**src/include/safd_regs.svh**
```systemverilog
// Constants for the serial API frame dispatcher: bytes, frame types, offsets, timing
`ifndef SAFD_REGS_SVH
`define SAFD_REGS_SVH
`define SAFD_DEPTH       32
`define SAFD_IW          6
`define SAFD_DELIM       8'h7e
`define SAFD_ESC         8'h7d
`define SAFD_ESC_XOR     8'h20
`define SAFD_XON         8'h11
`define SAFD_XOFF        8'h13
`define SAFD_CK_GOOD     8'hff
`define SAFD_OK          8'h00
`define SAFD_T_CMD       8'h08
`define SAFD_T_QCMD      8'h09
`define SAFD_T_RESP      8'h88
`define SAFD_T_RREQ      8'h17
`define SAFD_T_RRESP     8'h97
`define SAFD_T_TXREQ     8'h10
`define SAFD_T_EXPL      8'h11
`define SAFD_T_TXST      8'h8b
`define SAFD_T_RXPKT     8'h90
`define SAFD_T_RXEXP     8'h91
`define SAFD_T_IO        8'h92
`define SAFD_T_SENS      8'h94
`define SAFD_T_NODE      8'h95
`define SAFD_C_APPLY     16'h4143
`define SAFD_C_PERSIST   16'h5752
`define SAFD_C_BIND      16'h5742
`define SAFD_C_RESTORE   16'h5245
`define SAFD_C_SOFT      16'h4652
`define SAFD_C_NET       16'h4e52
`define SAFD_C_DISC      16'h4e44
`define SAFD_P_PAN       3'h0
`define SAFD_P_MASK      3'h1
`define SAFD_PARAM_RST   8'h00
`define SAFD_REG_CTRL    4'h0
`define SAFD_REG_STAT    4'h4
`define SAFD_CTRL_RST    3'h0
`define SAFD_CTRL_FMT    0
`define SAFD_CTRL_STUFF  1
`define SAFD_CTRL_COORD  2
`define SAFD_RESTART_MS  2000
`define SAFD_CLK_KHZ     125000
`endif

```
**src/include/safd_pkg.sv**
```systemverilog
// Types of the serial API frame dispatcher
`include "safd_regs.svh"
package safd_pkg;
  typedef enum logic [8:0] {
    S_HUNT = 9'h001,
    S_LH   = 9'h002,
    S_LL   = 9'h004,
    S_DAT  = 9'h008,
    S_CK   = 9'h010,
    S_EXEC = 9'h020,
    S_FWD  = 9'h040,
    S_EVT  = 9'h080,
    S_TX   = 9'h100
  } safd_st_t;
  typedef enum logic [2:0] {
    EV_TX_STATUS = 3'h0,
    EV_RX_PKT    = 3'h1,
    EV_IO        = 3'h2,
    EV_SENSOR    = 3'h3,
    EV_NODE_ID   = 3'h4,
    EV_REMOTE    = 3'h5,
    EV_CMD_RESP  = 3'h6
  } safd_ev_t;
  typedef struct packed {
    logic       valid;
    logic [7:0] data;
  } safd_byte_t;
  typedef struct packed {
    logic       valid;
    safd_ev_t   kind;
    logic [7:0] data;
    logic       last;
  } safd_evt_t;
  typedef struct packed {
    logic       valid;
    logic [7:0] data;
    logic       last;
  } safd_rad_t;
  typedef struct packed {
    logic nvm_write;
    logic bind_write;
    logic sys_reset;
    logic net_restart;
    logic net_bcast;
  } safd_ctl_t;
  typedef struct packed {
    safd_st_t                         st;
    logic                             esc;
    logic [15:0]                      rlen;
    logic [15:0]                      rcnt;
    logic [7:0]                       rsum;
    logic [`SAFD_DEPTH-1:0][7:0]      rbuf;
    logic [`SAFD_DEPTH-1:0][7:0]      obuf;
    logic [`SAFD_IW-1:0]              olen;
    logic                             drop;
    logic                             hold;
    logic [`SAFD_IW-1:0]              tidx;
    logic [7:0]                       tsum;
    logic                             tesc;
    logic [7:0]                       tpend;
    logic                             tlast;
    logic [`SAFD_IW-1:0]              fidx;
    logic [7:0][7:0]                  params;
    logic [7:0][7:0]                  pend;
    logic [7:0]                       pend_v;
    logic                             chg;
    logic                             rarm;
    logic [27:0]                      rsd;
    logic [2:0]                       ctrl;
    logic                             rx_rdy;
    logic                             ev_rdy;
    safd_byte_t                       tx;
    safd_rad_t                        rt;
    safd_ctl_t                        ctl;
    logic [31:0]                      rdata;
  } safd_state_t;
endpackage

```
**src/rtl/safd_dispatcher.sv**
```systemverilog
// Serial API frame dispatcher: host frame parser, command executor, radio bridge, frame sender
// Functional notes
// - Queued parameter writes wait for apply
// - Queued frame without value reads at once
// - Every local command except node discovery gets a response frame
// - One command may yield several responses
// - Remote command request forwarded to radio
// - Remote replies become remote response frames
// - Transmit request payload sent over radio
// - Explicit frame sent with endpoint and cluster
// - Transmit completion gives a status frame
// - Format zero: plain receive packet frames
// - Format one: explicit receive indicator frames
// - Remote IO samples become sample frames
// - Format zero: sensor samples become frames
// - Coordinator, format zero: node announce frames
// - Persist command stores parameters non-volatile
// - Persist bindings copies binding table
// - Restore defaults but keep PAN number
// - Soft restart: OK, then reset later
// - Soft restart restarts network if changed
// - Network restart: OK, local or broadcast
// - Checksum is 0xff minus byte sum
// - Stuffing escapes special bytes with 0x7d
// - Bytes before delimiter dropped, resync on it
`timescale 1ns/1ps
`default_nettype none
`include "safd_regs.svh"
module safd_dispatcher #(
  parameter int RESTART_CYC = `SAFD_RESTART_MS * `SAFD_CLK_KHZ
) (
  // Clock, reset, enable
  input  wire  logic                ref_clk_in,
  input  wire  logic                sys_rst_in,
  input  wire  logic                ce_in,
  // Host UART byte stream
  input  wire  safd_pkg::safd_byte_t host_rx_in,
  output logic                      host_rx_ready_out,
  output var   safd_pkg::safd_byte_t host_tx_out,
  input  wire  logic                host_tx_ready_in,
  // Radio side
  input  wire  safd_pkg::safd_evt_t rad_evt_in,
  output logic                      rad_evt_ready_out,
  output var   safd_pkg::safd_rad_t rad_tx_out,
  input  wire  logic                rad_tx_ready_in,
  // System actions
  output var   safd_pkg::safd_ctl_t sys_ctl_out,
  // Register port
  input  wire  logic [3:0]          reg_addr_in,
  input  wire  logic [31:0]         reg_wdata_in,
  input  wire  logic                reg_wr_in,
  input  wire  logic                reg_rd_in,
  output logic [31:0]               reg_rdata_out
);
  import safd_pkg::*;

  safd_state_t         r;
  safd_state_t         n;
  logic                take;
  logic                etake;
  logic [7:0]          d;
  logic [7:0]          raw;
  logic [15:0]         code;
  logic                hasv;
  logic [2:0]          pidx;
  logic                islast;
  logic [`SAFD_IW-1:0] nf;
  logic                stuff;
  logic                fmt1;

  function automatic logic special(input logic [7:0] b);
    return b == `SAFD_DELIM || b == `SAFD_ESC || b == `SAFD_XON || b == `SAFD_XOFF;
  endfunction

  function automatic logic host_st(input safd_st_t s);
    return s == S_HUNT || s == S_LH || s == S_LL || s == S_DAT || s == S_CK;
  endfunction

  always_comb begin
    n      = r;
    n.ctl  = '0;
    n.rdata = 32'h0;
    take   = host_rx_in.valid & r.rx_rdy;
    etake  = rad_evt_in.valid & r.ev_rdy;
    stuff  = r.ctrl[`SAFD_CTRL_STUFF];
    fmt1   = r.ctrl[`SAFD_CTRL_FMT];
    d      = r.esc ? (host_rx_in.data ^ `SAFD_ESC_XOR) : host_rx_in.data;
    raw    = 8'h00;
    islast = 1'b0;
    code   = {r.rbuf[2], r.rbuf[3]};
    hasv   = r.rlen > 16'h0004;
    pidx   = r.rbuf[3][2:0];
    nf     = (r.rlen > 16'(`SAFD_DEPTH)) ? `SAFD_IW'(`SAFD_DEPTH) : r.rlen[`SAFD_IW-1:0];
    if (host_tx_ready_in) begin
      n.tx.valid = 1'b0;
    end
    if (rad_tx_ready_in) begin
      n.rt.valid = 1'b0;
    end
    // Radio event start; a host delimiter in the same cycle is remembered
    if (etake && r.st == S_HUNT) begin
      n.st   = S_EVT;
      n.drop = 1'b0;
      n.olen = `SAFD_IW'(2);
      n.obuf[1] = rad_evt_in.data;
      unique case (rad_evt_in.kind)
        EV_TX_STATUS: n.obuf[0] = `SAFD_T_TXST;
        EV_RX_PKT:    n.obuf[0] = fmt1 ? `SAFD_T_RXEXP : `SAFD_T_RXPKT;
        EV_IO:        n.obuf[0] = `SAFD_T_IO;
        EV_SENSOR: begin
          n.obuf[0] = `SAFD_T_SENS;
          n.drop    = fmt1;
        end
        EV_NODE_ID: begin
          n.obuf[0] = `SAFD_T_NODE;
          n.drop    = fmt1 | ~r.ctrl[`SAFD_CTRL_COORD];
        end
        EV_REMOTE:    n.obuf[0] = `SAFD_T_RRESP;
        EV_CMD_RESP:  n.obuf[0] = `SAFD_T_RESP;
        default:      n.drop = 1'b1;
      endcase
      if (take && host_rx_in.data == `SAFD_DELIM) begin
        n.hold = 1'b1;
      end
    end else if (etake && r.st == S_EVT) begin
      if (r.olen < `SAFD_IW'(`SAFD_DEPTH)) begin
        n.obuf[r.olen[4:0]] = rad_evt_in.data;
        n.olen = r.olen + `SAFD_IW'(1);
      end
    end else if (take) begin
      if (stuff && host_rx_in.data == `SAFD_DELIM) begin
        n.st  = S_LH;
        n.esc = 1'b0;
      end else if (r.st == S_HUNT) begin
        if (host_rx_in.data == `SAFD_DELIM) begin
          n.st = S_LH;
        end
      end else if (stuff && !r.esc && host_rx_in.data == `SAFD_ESC) begin
        n.esc = 1'b1;
      end else begin
        n.esc = 1'b0;
        unique case (r.st)
          S_LH: begin
            n.rlen[15:8] = d;
            n.st = S_LL;
          end
          S_LL: begin
            n.rlen[7:0] = d;
            n.rcnt = 16'h0;
            n.rsum = 8'h00;
            n.rbuf = '0;
            n.st   = ({r.rlen[15:8], d} == 16'h0) ? S_CK : S_DAT;
          end
          S_DAT: begin
            if (r.rcnt < 16'(`SAFD_DEPTH)) begin
              n.rbuf[r.rcnt[4:0]] = d;
            end
            n.rsum = r.rsum + d;
            n.rcnt = r.rcnt + 16'h1;
            if (r.rcnt + 16'h1 == r.rlen) begin
              n.st = S_CK;
            end
          end
          default: begin
            // Bad frames are dropped silently; the error status frame is not built here
            n.st = (8'(r.rsum + d) == `SAFD_CK_GOOD && r.rlen != 16'h0) ? S_EXEC : S_HUNT;
          end
        endcase
      end
    end
    if (r.st == S_EVT && etake && rad_evt_in.last) begin
      n.st   = n.drop ? (r.hold ? S_LH : S_HUNT) : S_TX;
      n.hold = n.drop ? 1'b0 : r.hold;
      n.tidx = '0;
      n.tsum = 8'h00;
      n.tesc = 1'b0;
    end else if (r.st == S_HUNT && etake && rad_evt_in.last) begin
      n.st   = n.drop ? (n.hold ? S_LH : S_HUNT) : S_TX;
      n.hold = n.drop ? 1'b0 : n.hold;
      n.tidx = '0;
      n.tsum = 8'h00;
      n.tesc = 1'b0;
    end
    // Command execution
    if (r.st == S_EXEC) begin
      n.tidx    = '0;
      n.tsum    = 8'h00;
      n.tesc    = 1'b0;
      n.fidx    = '0;
      n.obuf[0] = `SAFD_T_RESP;
      n.obuf[1] = r.rbuf[1];
      n.obuf[2] = r.rbuf[2];
      n.obuf[3] = r.rbuf[3];
      n.obuf[4] = `SAFD_OK;
      n.olen    = `SAFD_IW'(5);
      if (r.rbuf[0] == `SAFD_T_RREQ || r.rbuf[0] == `SAFD_T_TXREQ) begin
        n.st = S_FWD;
      end else if (r.rbuf[0] == `SAFD_T_EXPL) begin
        n.st = S_FWD;
      end else if (r.rbuf[0] == `SAFD_T_CMD || r.rbuf[0] == `SAFD_T_QCMD) begin
        n.st = S_TX;
        if (code == `SAFD_C_DISC) begin
          // Replies come back later as radio events, one frame each
          n.st = S_FWD;
        end else if (code == `SAFD_C_APPLY) begin
          for (int i = 0; i < 8; i++) begin
            if (r.pend_v[i]) n.params[i] = r.pend[i];
          end
          n.pend_v = 8'h00;
        end else if (code == `SAFD_C_PERSIST) begin
          n.ctl.nvm_write = 1'b1;
        end else if (code == `SAFD_C_BIND) begin
          n.ctl.bind_write = 1'b1;
        end else if (code == `SAFD_C_RESTORE) begin
          for (int i = 0; i < 8; i++) begin
            if (3'(i) != `SAFD_P_PAN) n.params[i] = `SAFD_PARAM_RST;
          end
          n.pend_v = 8'h00;
        end else if (code == `SAFD_C_SOFT) begin
          n.rarm = 1'b1;
          n.rsd  = 28'h0;
        end else if (code == `SAFD_C_NET) begin
          n.ctl.net_restart = 1'b1;
          n.ctl.net_bcast   = hasv & r.rbuf[4][0];
        end else if (!hasv) begin
          n.obuf[5] = r.params[pidx];
          n.olen    = `SAFD_IW'(6);
        end else if (r.rbuf[0] == `SAFD_T_CMD) begin
          for (int i = 0; i < 8; i++) begin
            if (r.pend_v[i]) n.params[i] = r.pend[i];
          end
          n.pend_v       = 8'h00;
          n.params[pidx] = r.rbuf[4];
        end else begin
          n.pend[pidx]   = r.rbuf[4];
          n.pend_v[pidx] = 1'b1;
        end
      end else begin
        n.st = S_HUNT;
      end
    end
    // Radio forward of the stored frame, type byte first
    if (r.st == S_FWD && (!r.rt.valid || rad_tx_ready_in)) begin
      n.rt.valid = 1'b1;
      n.rt.data  = r.rbuf[r.fidx[4:0]];
      n.rt.last  = (r.fidx == nf - `SAFD_IW'(1));
      n.fidx     = r.fidx + `SAFD_IW'(1);
      if (n.rt.last) begin
        n.st = S_HUNT;
      end
    end
    // Frame sender
    if (r.st == S_TX && (!r.tx.valid || host_tx_ready_in)) begin
      n.tx.valid = 1'b1;
      if (r.tesc) begin
        n.tx.data = r.tpend ^ `SAFD_ESC_XOR;
        n.tesc    = 1'b0;
        islast    = r.tlast;
        n.tidx    = r.tidx + `SAFD_IW'(1);
      end else begin
        islast = (r.tidx == r.olen + `SAFD_IW'(3));
        if (r.tidx == `SAFD_IW'(0)) raw = `SAFD_DELIM;
        else if (r.tidx == `SAFD_IW'(1)) raw = 8'h00;
        else if (r.tidx == `SAFD_IW'(2)) raw = {2'h0, r.olen};
        else if (!islast) raw = r.obuf[5'(r.tidx - `SAFD_IW'(3))];
        else raw = `SAFD_CK_GOOD - r.tsum;
        if (r.tidx > `SAFD_IW'(2) && !islast) begin
          n.tsum = r.tsum + raw;
        end
        if (stuff && r.tidx != `SAFD_IW'(0) && special(raw)) begin
          n.tx.data = `SAFD_ESC;
          n.tesc    = 1'b1;
          n.tpend   = raw;
          n.tlast   = islast;
          islast    = 1'b0;
        end else begin
          n.tx.data = raw;
          n.tidx    = r.tidx + `SAFD_IW'(1);
        end
      end
      if (islast) begin
        n.st   = r.hold ? S_LH : S_HUNT;
        n.hold = 1'b0;
      end
    end
    // Delayed system reset after the soft restart reply
    if (r.rarm) begin
      n.rsd = r.rsd + 28'h1;
      if (r.rsd == 28'(RESTART_CYC - 1)) begin
        n.ctl.sys_reset   = 1'b1;
        n.ctl.net_restart = r.chg;
        n.chg  = 1'b0;
        n.rarm = 1'b0;
      end
    end
    if (n.params[`SAFD_P_PAN] != r.params[`SAFD_P_PAN] ||
        n.params[`SAFD_P_MASK] != r.params[`SAFD_P_MASK]) begin
      n.chg = 1'b1;
    end
    if (reg_wr_in && reg_addr_in == `SAFD_REG_CTRL) begin
      n.ctrl = reg_wdata_in[2:0];
    end
    if (reg_rd_in) begin
      if (reg_addr_in == `SAFD_REG_CTRL) n.rdata = {29'h0, r.ctrl};
      else if (reg_addr_in == `SAFD_REG_STAT) n.rdata = {20'h0, r.st, r.chg, r.rarm, |r.pend_v};
    end
    // Host input only while no frame is being answered
    n.rx_rdy = host_st(n.st);
    n.ev_rdy = (n.st == S_HUNT) || (n.st == S_EVT);
  end

  always_ff @(posedge ref_clk_in) begin
    if (sys_rst_in) begin
      r        <= '0;
      r.st     <= S_HUNT;
      r.params <= {8{`SAFD_PARAM_RST}};
      r.ctrl   <= `SAFD_CTRL_RST;
      r.rx_rdy <= 1'b1;
      r.ev_rdy <= 1'b1;
    end else if (ce_in) begin
      r <= n;
    end
  end

  assign host_rx_ready_out = r.rx_rdy;
  assign host_tx_out       = r.tx;
  assign rad_evt_ready_out = r.ev_rdy;
  assign rad_tx_out        = r.rt;
  assign sys_ctl_out       = r.ctl;
  assign reg_rdata_out     = r.rdata;

  AST_RESP_FRAME: assert property (@(posedge ref_clk_in) disable iff (sys_rst_in)
    ce_in && r.st == S_EXEC && r.rbuf[0] == `SAFD_T_CMD && code != `SAFD_C_DISC
    |=> r.st == S_TX && r.obuf[0] == `SAFD_T_RESP && r.obuf[1] == $past(r.rbuf[1]))
    else $error("No response frame for local command");

  AST_QUEUE_HOLD: assert property (@(posedge ref_clk_in) disable iff (sys_rst_in)
    ce_in && r.st == S_EXEC && r.rbuf[0] == `SAFD_T_QCMD && hasv &&
    !(code inside {`SAFD_C_APPLY, `SAFD_C_RESTORE, `SAFD_C_PERSIST, `SAFD_C_BIND,
                   `SAFD_C_SOFT, `SAFD_C_NET, `SAFD_C_DISC})
    |=> $stable(r.params) && r.pend_v[$past(pidx)])
    else $error("Queued value applied too early");

  AST_FWD_TX: assert property (@(posedge ref_clk_in) disable iff (sys_rst_in)
    ce_in && r.st == S_EXEC && r.rbuf[0] == `SAFD_T_TXREQ && !r.rt.valid
    |=> r.st == S_FWD ##1 r.rt.valid && r.rt.data == `SAFD_T_TXREQ)
    else $error("Transmit request not forwarded");

  AST_RX_FORMAT: assert property (@(posedge ref_clk_in) disable iff (sys_rst_in)
    ce_in && etake && r.st == S_HUNT && rad_evt_in.kind == EV_RX_PKT
    |=> r.obuf[0] == ($past(fmt1) ? `SAFD_T_RXEXP : `SAFD_T_RXPKT))
    else $error("Wrong receive frame type for format option");

  AST_CK_DROP: assert property (@(posedge ref_clk_in) disable iff (sys_rst_in)
    ce_in && take && r.st == S_CK && !(stuff && host_rx_in.data == `SAFD_DELIM) &&
    !(stuff && !r.esc && host_rx_in.data == `SAFD_ESC) && 8'(r.rsum + d) != `SAFD_CK_GOOD
    |=> r.st == S_HUNT)
    else $error("Bad checksum frame accepted");

  AST_RESYNC: assert property (@(posedge ref_clk_in) disable iff (sys_rst_in)
    ce_in && take && !(etake && r.st == S_HUNT) && host_rx_in.data == `SAFD_DELIM &&
    (stuff || r.st == S_HUNT) |=> r.st == S_LH)
    else $error("Delimiter did not restart the parser");

  AST_ORDER: assert property (@(posedge ref_clk_in) disable iff (sys_rst_in)
    r.st == S_EXEC || r.st == S_FWD || r.st == S_TX || r.st == S_EVT |-> !r.rx_rdy)
    else $error("Host input accepted while a frame is open");

  AST_NET_RESTART: assert property (@(posedge ref_clk_in) disable iff (sys_rst_in)
    ce_in && r.st == S_EXEC && r.rbuf[0] == `SAFD_T_CMD && code == `SAFD_C_NET
    |=> r.ctl.net_restart && r.ctl.net_bcast == $past(hasv & r.rbuf[4][0]) && r.st == S_TX)
    else $error("Network restart not issued with reply");

  AST_ESC_PAIR: assert property (@(posedge ref_clk_in) disable iff (sys_rst_in)
    ce_in && r.st == S_TX && !r.tesc && (!r.tx.valid || host_tx_ready_in) && stuff &&
    r.tidx == `SAFD_IW'(3) && special(r.obuf[0]) |=> r.tx.data == `SAFD_ESC && r.tesc)
    else $error("Special byte sent without escape");
endmodule // safd_dispatcher
`default_nettype wire

```
**config.mk**
```make
export PLATFORM = sky130hd
export DESIGN_NAME = safd_dispatcher
export DESIGN_NICKNAME = d
export VERILOG_FILES = /design/src/include/safd_pkg.sv /design/src/rtl/safd_dispatcher.sv
export VERILOG_INCLUDE_DIRS = /design/src /design/src/include
export SDC_FILE = /design/constraint.sdc
export NUM_CORES = 2
export LEC_CHECK = 0
export BUFFER_PORTS_ARGS = -buffer_cell sky130_fd_sc_hd__buf_2
export CORE_UTILIZATION = 45
export CTS_CLUSTER_DIAMETER = 200
export DETAILED_ROUTE_END_ITERATION = 7
export RECOVER_POWER = 50
export SLEW_MARGIN = 10
export SYNTH_ARGS = -nofsm -noshare
export SYNTH_HDL_FRONTEND = slang
export SYNTH_SLANG_ARGS = --single-unit
```
**constraint.sdc**
```tcl
create_clock -name ref_clk_in -period 9.08 [get_ports ref_clk_in]
set_input_delay 1.816 -clock ref_clk_in [delete_from_list [all_inputs] [get_ports ref_clk_in]]
set_output_delay 1.816 -clock ref_clk_in [all_outputs]
set_load 0.01 [all_outputs]
```
# After elaboration in Yosys (flattened, before gate mapping)
# Index checks and enable logic that the tools add are counted.
# word_totals
n_memories	0
word_cells	593
latch_bits	0
rom_bits	0
ram_bits	0
register_bits	827
# op_classes
shifts	0
bitwise	22
muxes	289
multipliers	0
n_div	0
reduce_logical	78
n_eq_ne	67
n_addsub	11
n_lt_le_gt_ge	13
# ops
operator	count
two-way mux 297 bit	5
two-way mux 136 bit	9
two-way mux 8 bit	144
two-way mux 306 bit	2
two-way mux 296 bit	2
one-hot mux 280 bit (2 select lines)	1
bitwise mux 256 bit	2
two-way mux 29 bit	10
two-way mux 256 bit	1
two-way mux 64 bit	4
two-way mux 9 bit	20
two-way mux 54 bit	3
two-way mux 142 bit	1
bitwise mux 64 bit	2
equality test 16 x 15 -> 1 bit, second input constant	7
binary-select mux 8 bit (select 5 bit)	2
demux 8 bit (select 5 bit)	2
two-way mux 72 bit	1
two-way mux 2 bit	34
two-way mux 56 bit	1
one-hot mux 8 bit (7 select lines)	1
equality test 8 x 5 -> 1 bit, second input constant	5
two-way mux 12 bit	3
two-way mux 6 bit	6
88 further kinds	212

# Longest topological paths before layout
# logic_depth
ltp_word	32
mapped_depth	22
mapped_depth_nobuf	19

# Worst setup path after synthesis
# OpenSTA, ideal clock, no wires.
# synth_path
path_kind	reg-to-reg
startpoint	register r[251] (netlist bit)
endpoint	register r[250] (netlist bit)
path_stages_with_launch	23
slack_ps	4180
arrival_time_ps	4768
synth_period_minus_slack_ps	4900
cell_sequence	dfxtp_1 buf_2 clkbuf_1 inv_1 ha_1 clkbuf_1 clkbuf_1 mux4_2 mux2i_1 a222oi_1 a2bb2oi_1 o21ai_1 ha_1 a21o_1 a21oi_1 o21bai_1 a21oi_1 o21bai_1 a21oi_1 xnor2_1 nor2b_1 o21ai_0 a21oi_1
# synth_between
elab_chain_cells	13
# synth_lines
element	line	text
start: declaration	safd_dispatcher.sv:57	safd_state_t r;
start signal: assignment	safd_dispatcher.sv:321	r <= n;
subtractor 5 x 2 -> 5 bit	safd_dispatcher.sv:265	else if (!islast) raw = r.obuf[5'(r.tidx - `SAFD_IW'(3))];
binary-select mux 8 bit (select 5 bit)	safd_dispatcher.sv:265	
two-way mux 8 bit (2 in a row)	safd_dispatcher.sv:265	
two-way mux 8 bit	safd_dispatcher.sv:264	else if (r.tidx == `SAFD_IW'(2)) raw = {2'h0, r.olen};
two-way mux 8 bit	safd_dispatcher.sv:263	else if (r.tidx == `SAFD_IW'(1)) raw = 8'h00;
two-way mux 8 bit	safd_dispatcher.sv:262	if (r.tidx == `SAFD_IW'(0)) raw = `SAFD_DELIM;
two-way mux 8 bit	safd_dispatcher.sv:255	if (r.tesc) begin
two-way mux 8 bit	safd_dispatcher.sv:253	if (r.st == S_TX && (!r.tx.valid || host_tx_ready_in)) begin
adder 8 bit	safd_dispatcher.sv:268	n.tsum = r.tsum + raw;
two-way mux 8 bit (*)	safd_dispatcher.sv:267	if (r.tidx > `SAFD_IW'(2) && !islast) begin
two-way mux 8 bit (*)	safd_dispatcher.sv:255	
two-way mux 25 bit (*)	safd_dispatcher.sv:253	
# Mark *: on every way between the ends. The rest lies on a longest branch, timed or not. The select of a mux whose other input is x is not followed.
# A chain may end at the register's enable or synchronous reset.

# Worst setup path in the final report
# layout_path
startpoint	input sys_rst_in
endpoint	register r[615] (netlist bit)
# layout_rtl
element	line	text
start: declaration	safd_dispatcher.sv:34	input wire logic sys_rst_in,
# No word-level cell between the ends.

==> metrics.md <==
| Metric | Value |
|---|---|
| Vias in the first global route | `32200` |
| Met2 usage | `0.429` |
| Critical path class | `primary input to flip-flop` |
| Crit-path max FO | `199` |
| HP Class | `flip-flop to flip-flop` |
| Drt initial violations | `between 4000 and 5000` |
| Longest Clk Path Bufs | `3` |
| Worst slew pin tran | `4.19 ns` |
| Slew Limit Fails | `498` |
| Crit path max-delay cell type | `clkbuf_2` |
| Post-Place Setup Slack | `2.66 ns` |
| Top post-synthesis cells by area | `dfxtp_1 (41%), mux4_2 (8.1%), nand2_1 (6.5%)` |
| Mapped Cells | `4670` |
| Synth warn | `0` |
| Delay-heaviest family, CP | `buffers and inverters` |
| Port bufs | `73` |
| Post-CTS sizing | `0` |
| Syn-to-layout area delta | `9.28%` |
| Max_cap viols | `7` |
| Critical R2R Capture | `r[254]$_SDFFE_PP0P_` |
| First-pass detailed-route iteration total | `6` |
| H-tree Lvls | `3` |
| Post-synth EDFFs | `0` |
| Total Power | `7.73 mW` |
| Max Clk Rate | `between 100 and 150 MHz` |
| Final worst-path cycle share | `0.824` |
| Row count | `between 100 and 150` |
| Post-layout nets | `4586` |
| R2R Setup Slk | `between 2 and 2.5 ns` |
| Synth Cell Area | `39800 sq um` |
| Worst setup margin | `1.60 ns` |
| Worst-path clk slew | `0.06 ns` |
| CTS Buf Count | `89` |
| Root buffer cell | `clkbuf_16` |
| First-pass GRT wire length | `197 mm` |
| Total GRT Usage | `0.280` |
| DP HPWL | `84.1 mm` |
| Data required, critical path | `9.50 ns` |
| N_diodes | `0` |
| Hold path endpoint | `r[479]$_SDFFE_PP0P_` |
| Ports | `about 120` |
| Post-CTS setup buffers | `0` |
| Grt ovf | `0` |
| Largest net degree at the start of global routing | `200` |
| Worst skew pair latency | `0.69 ns` |
| Detail Route Antenna Nets | `0` |
| Hold Path Depth | `2` |
| Status | `complete, but fails checks` |
| Met1 Resource Use GR | `0.402` |
| Netlist cell types | `90` |
| RSZ-0062 raised after global routing | `no` |
| DRC Markers | `0` |
| CTS sink count | `807` |
| Die H | `299 um` |
| DR WL/cell | `about 23 um` |
| Top Usage Layer GRT | `met2` |
| Tmin final | `between 7 and 8 ns` |
| Crit-path max cell delay | `2.91 ns` |
| RD Place Congestion | `0.924` |
| Fillers | `8332` |
| Register area share after synthesis | `0.406` |
| Worst R2R Start | `r[251]$_SDFFE_PP0P_` |
| Worst setup EP type | `flip-flop` |
| Area share of the largest cell type after synthesis | `0.406` |
| GR Util met3 | `0.0516` |
| Die W | `299 um` |
| Synth area leader | `dfxtp_1` |
| Skew final | `around 0.035 ns` |
| VDD IR max | `0.000153 V` |
| WL final | `129 mm` |
| Setup TNS | `0 ns` |
| Fin Hold WS | `0.448 ns` |
| Async set-or-reset flop fraction in the synthesized netlist | `0` |
| Storage element area | `around 16000 sq um` |
| Seq cells post-synth | `807` |
| Worst EP arrival | `7.91 ns` |
| CTS tree | `done` |
| Pwr/cell area | `178 nW/um^2` |
| Worst setup SP type | `primary input` |
| Multi-input logic area | `21800 sq um` |
| Final Hold Viols | `0` |
| Share of cells above drive strength 1 | `0.0940` |
| Startpoint of the worst hold path | `r[479]$_SDFFE_PP0P_` |
| Failing checks | `capacitance limit, slew limit` |
| DR vias/cell | `6.14` |
| Core area | `87200 sq um` |
| Setup Viol. Count Final | `0` |
| Rel. slew slack | `-1.79` |
| Die Area | `89700 sq um` |
| # hold bufs at CTS | `0` |
| Syn Area/Cell | `8.52 sq um` |
| Worst reg-to-reg path cell count | `14` |
| CP cell instances | `buf_8 > clkbuf_2 > clkbuf_1 > nor2_1` |
| Leakage | `14.9 nW` |
| Post-synth top flop | `dfxtp_1` |
| DR vias | `35100` |
| Starting density of the core | `0.457` |
| Antenna violations before repair | `7` |
| Crit path buf inv count | `3` |
where the power goes:
part / switching, mW / internal (mW)
Sequential: 0.0184 / 3.55
Clock: 1.59 / 2.32
Combinational: 0.191 / 0.0536
Total: 1.80 / 5.92
how the worst max path moves through the flow:
stage,from,end,cells past startpoint
6_report,sys_rst_in,r[615]$_SDFFE_PP0P_,4
5_1_grt,sys_rst_in,r[607]$_SDFFE_PP0P_,4
4_1_cts,r[251]$_SDFFE_PP0P_,r[252]$_SDFFE_PP0P_,14
3_5_place_dp,r[251]$_SDFFE_PP0P_,r[252]$_SDFFE_PP0P_,14
3_3_place_gp,r[251]$_SDFFE_PP0P_,rad_evt_ready_out$_SDFFE_PP1P_,14
2_1_floorplan,r[251]$_SDFFE_PP0P_,r[250]$_SDFFE_PP0P_,22
routing by layer:
| metal | wire, um | vias up | part of all wire |
|---|---|---|---|
| li1 | - | 16400 | - |
| met1 | 57400 | 17100 | 0.44 |
| met2 | 57800 | 1399 | 0.45 |
| met3 | 10400 | 215 | 0.081 |
| met4 | 3400 | 8 | 0.026 |
| met5 | 40 | - | 0.00031 |
sequential cells by signal (all words and copies together), names as in the netlist:
register / cells
reg_rdata_out: 12
sys_ctl_out: 5
rad_tx_out: 10
host_tx_out: 9
host_rx_ready_out: 1
fmt1: 1
code: 16
r: 752
rad_evt_ready_out: 1
final cells by class:
cell class              instances  area share
well taps                    1155      0.0332
flip-flops and latches        807       0.372
clock buffers                 124      0.0593
inverters                      38     0.00328
repair buffers                133      0.0172
multi-input cells            3420       0.501
clock inverters                40      0.0147
worst min-delay path: stages (launching register included):
cell and delay, ns:
dfxtp_1 0.31, nand2_1 0.05, a21oi_1 0.05
through the flow:
stage | instance area (sq um) | utilization | std cells
6_report | 43500 | 0.499 | 5717
4_1_cts | 43600 | 0.501 | 5717
2_1_floorplan | 39900 | - | 4689
5_1_grt | 43500 | 0.499 | 5717
3_3_place_gp | 40400 | 0.464 | 5553
3_5_place_dp | 40400 | 0.464 | 5553
cell usage after synthesis, types with 18 or more instances:
master	instances
dfxtp_1	807
nand2_1	685
nor2_1	673
a21oi_1	397
a22oi_1	321
clkbuf_1	296
mux2i_1	176
mux4_2	143
o21ai_0	138
nand3_1	65
buf_4	56
xor2_1	41
nand4_1	40
xnor2_1	40
nor3_1	39
a211oi_1	38
buf_1	36
o21ai_1	36
inv_1	35
o221ai_1	35
buf_2	34
ha_1	30
nor4_1	30
and3_1	29
a31oi_1	26
and2_1	26
nand2b_1	26
or3_1	23
a311oi_1	22
o2111ai_1	22
nand3b_1	20
nor2b_1	20
a21o_1	18
cells in the final DEF (no fill, tap or decap), types with 48 or more instances in the layout:
cell type	n
a21oi_1	397
a22oi_1	321
buf_4	48
clkbuf_1	63
clkbuf_16	89
dfxtp_1	804
mux2i_1	176
mux4_2	143
nand2_1	685
nand3_1	65
nor2_1	673
o21ai_0	138
cell families after synthesis:
logic type | share of synthesized area
and+or+nand+nor | 0.194
DFF | 0.406
other | 0.0000942
muxes | 0.127
AOI/OAI and AO/OA | 0.193
buffers and inverters | 0.0503
xor gates and xnor gates | 0.0182
adders and majority gates | 0.0104
Power figures use the tool's default switching activity.
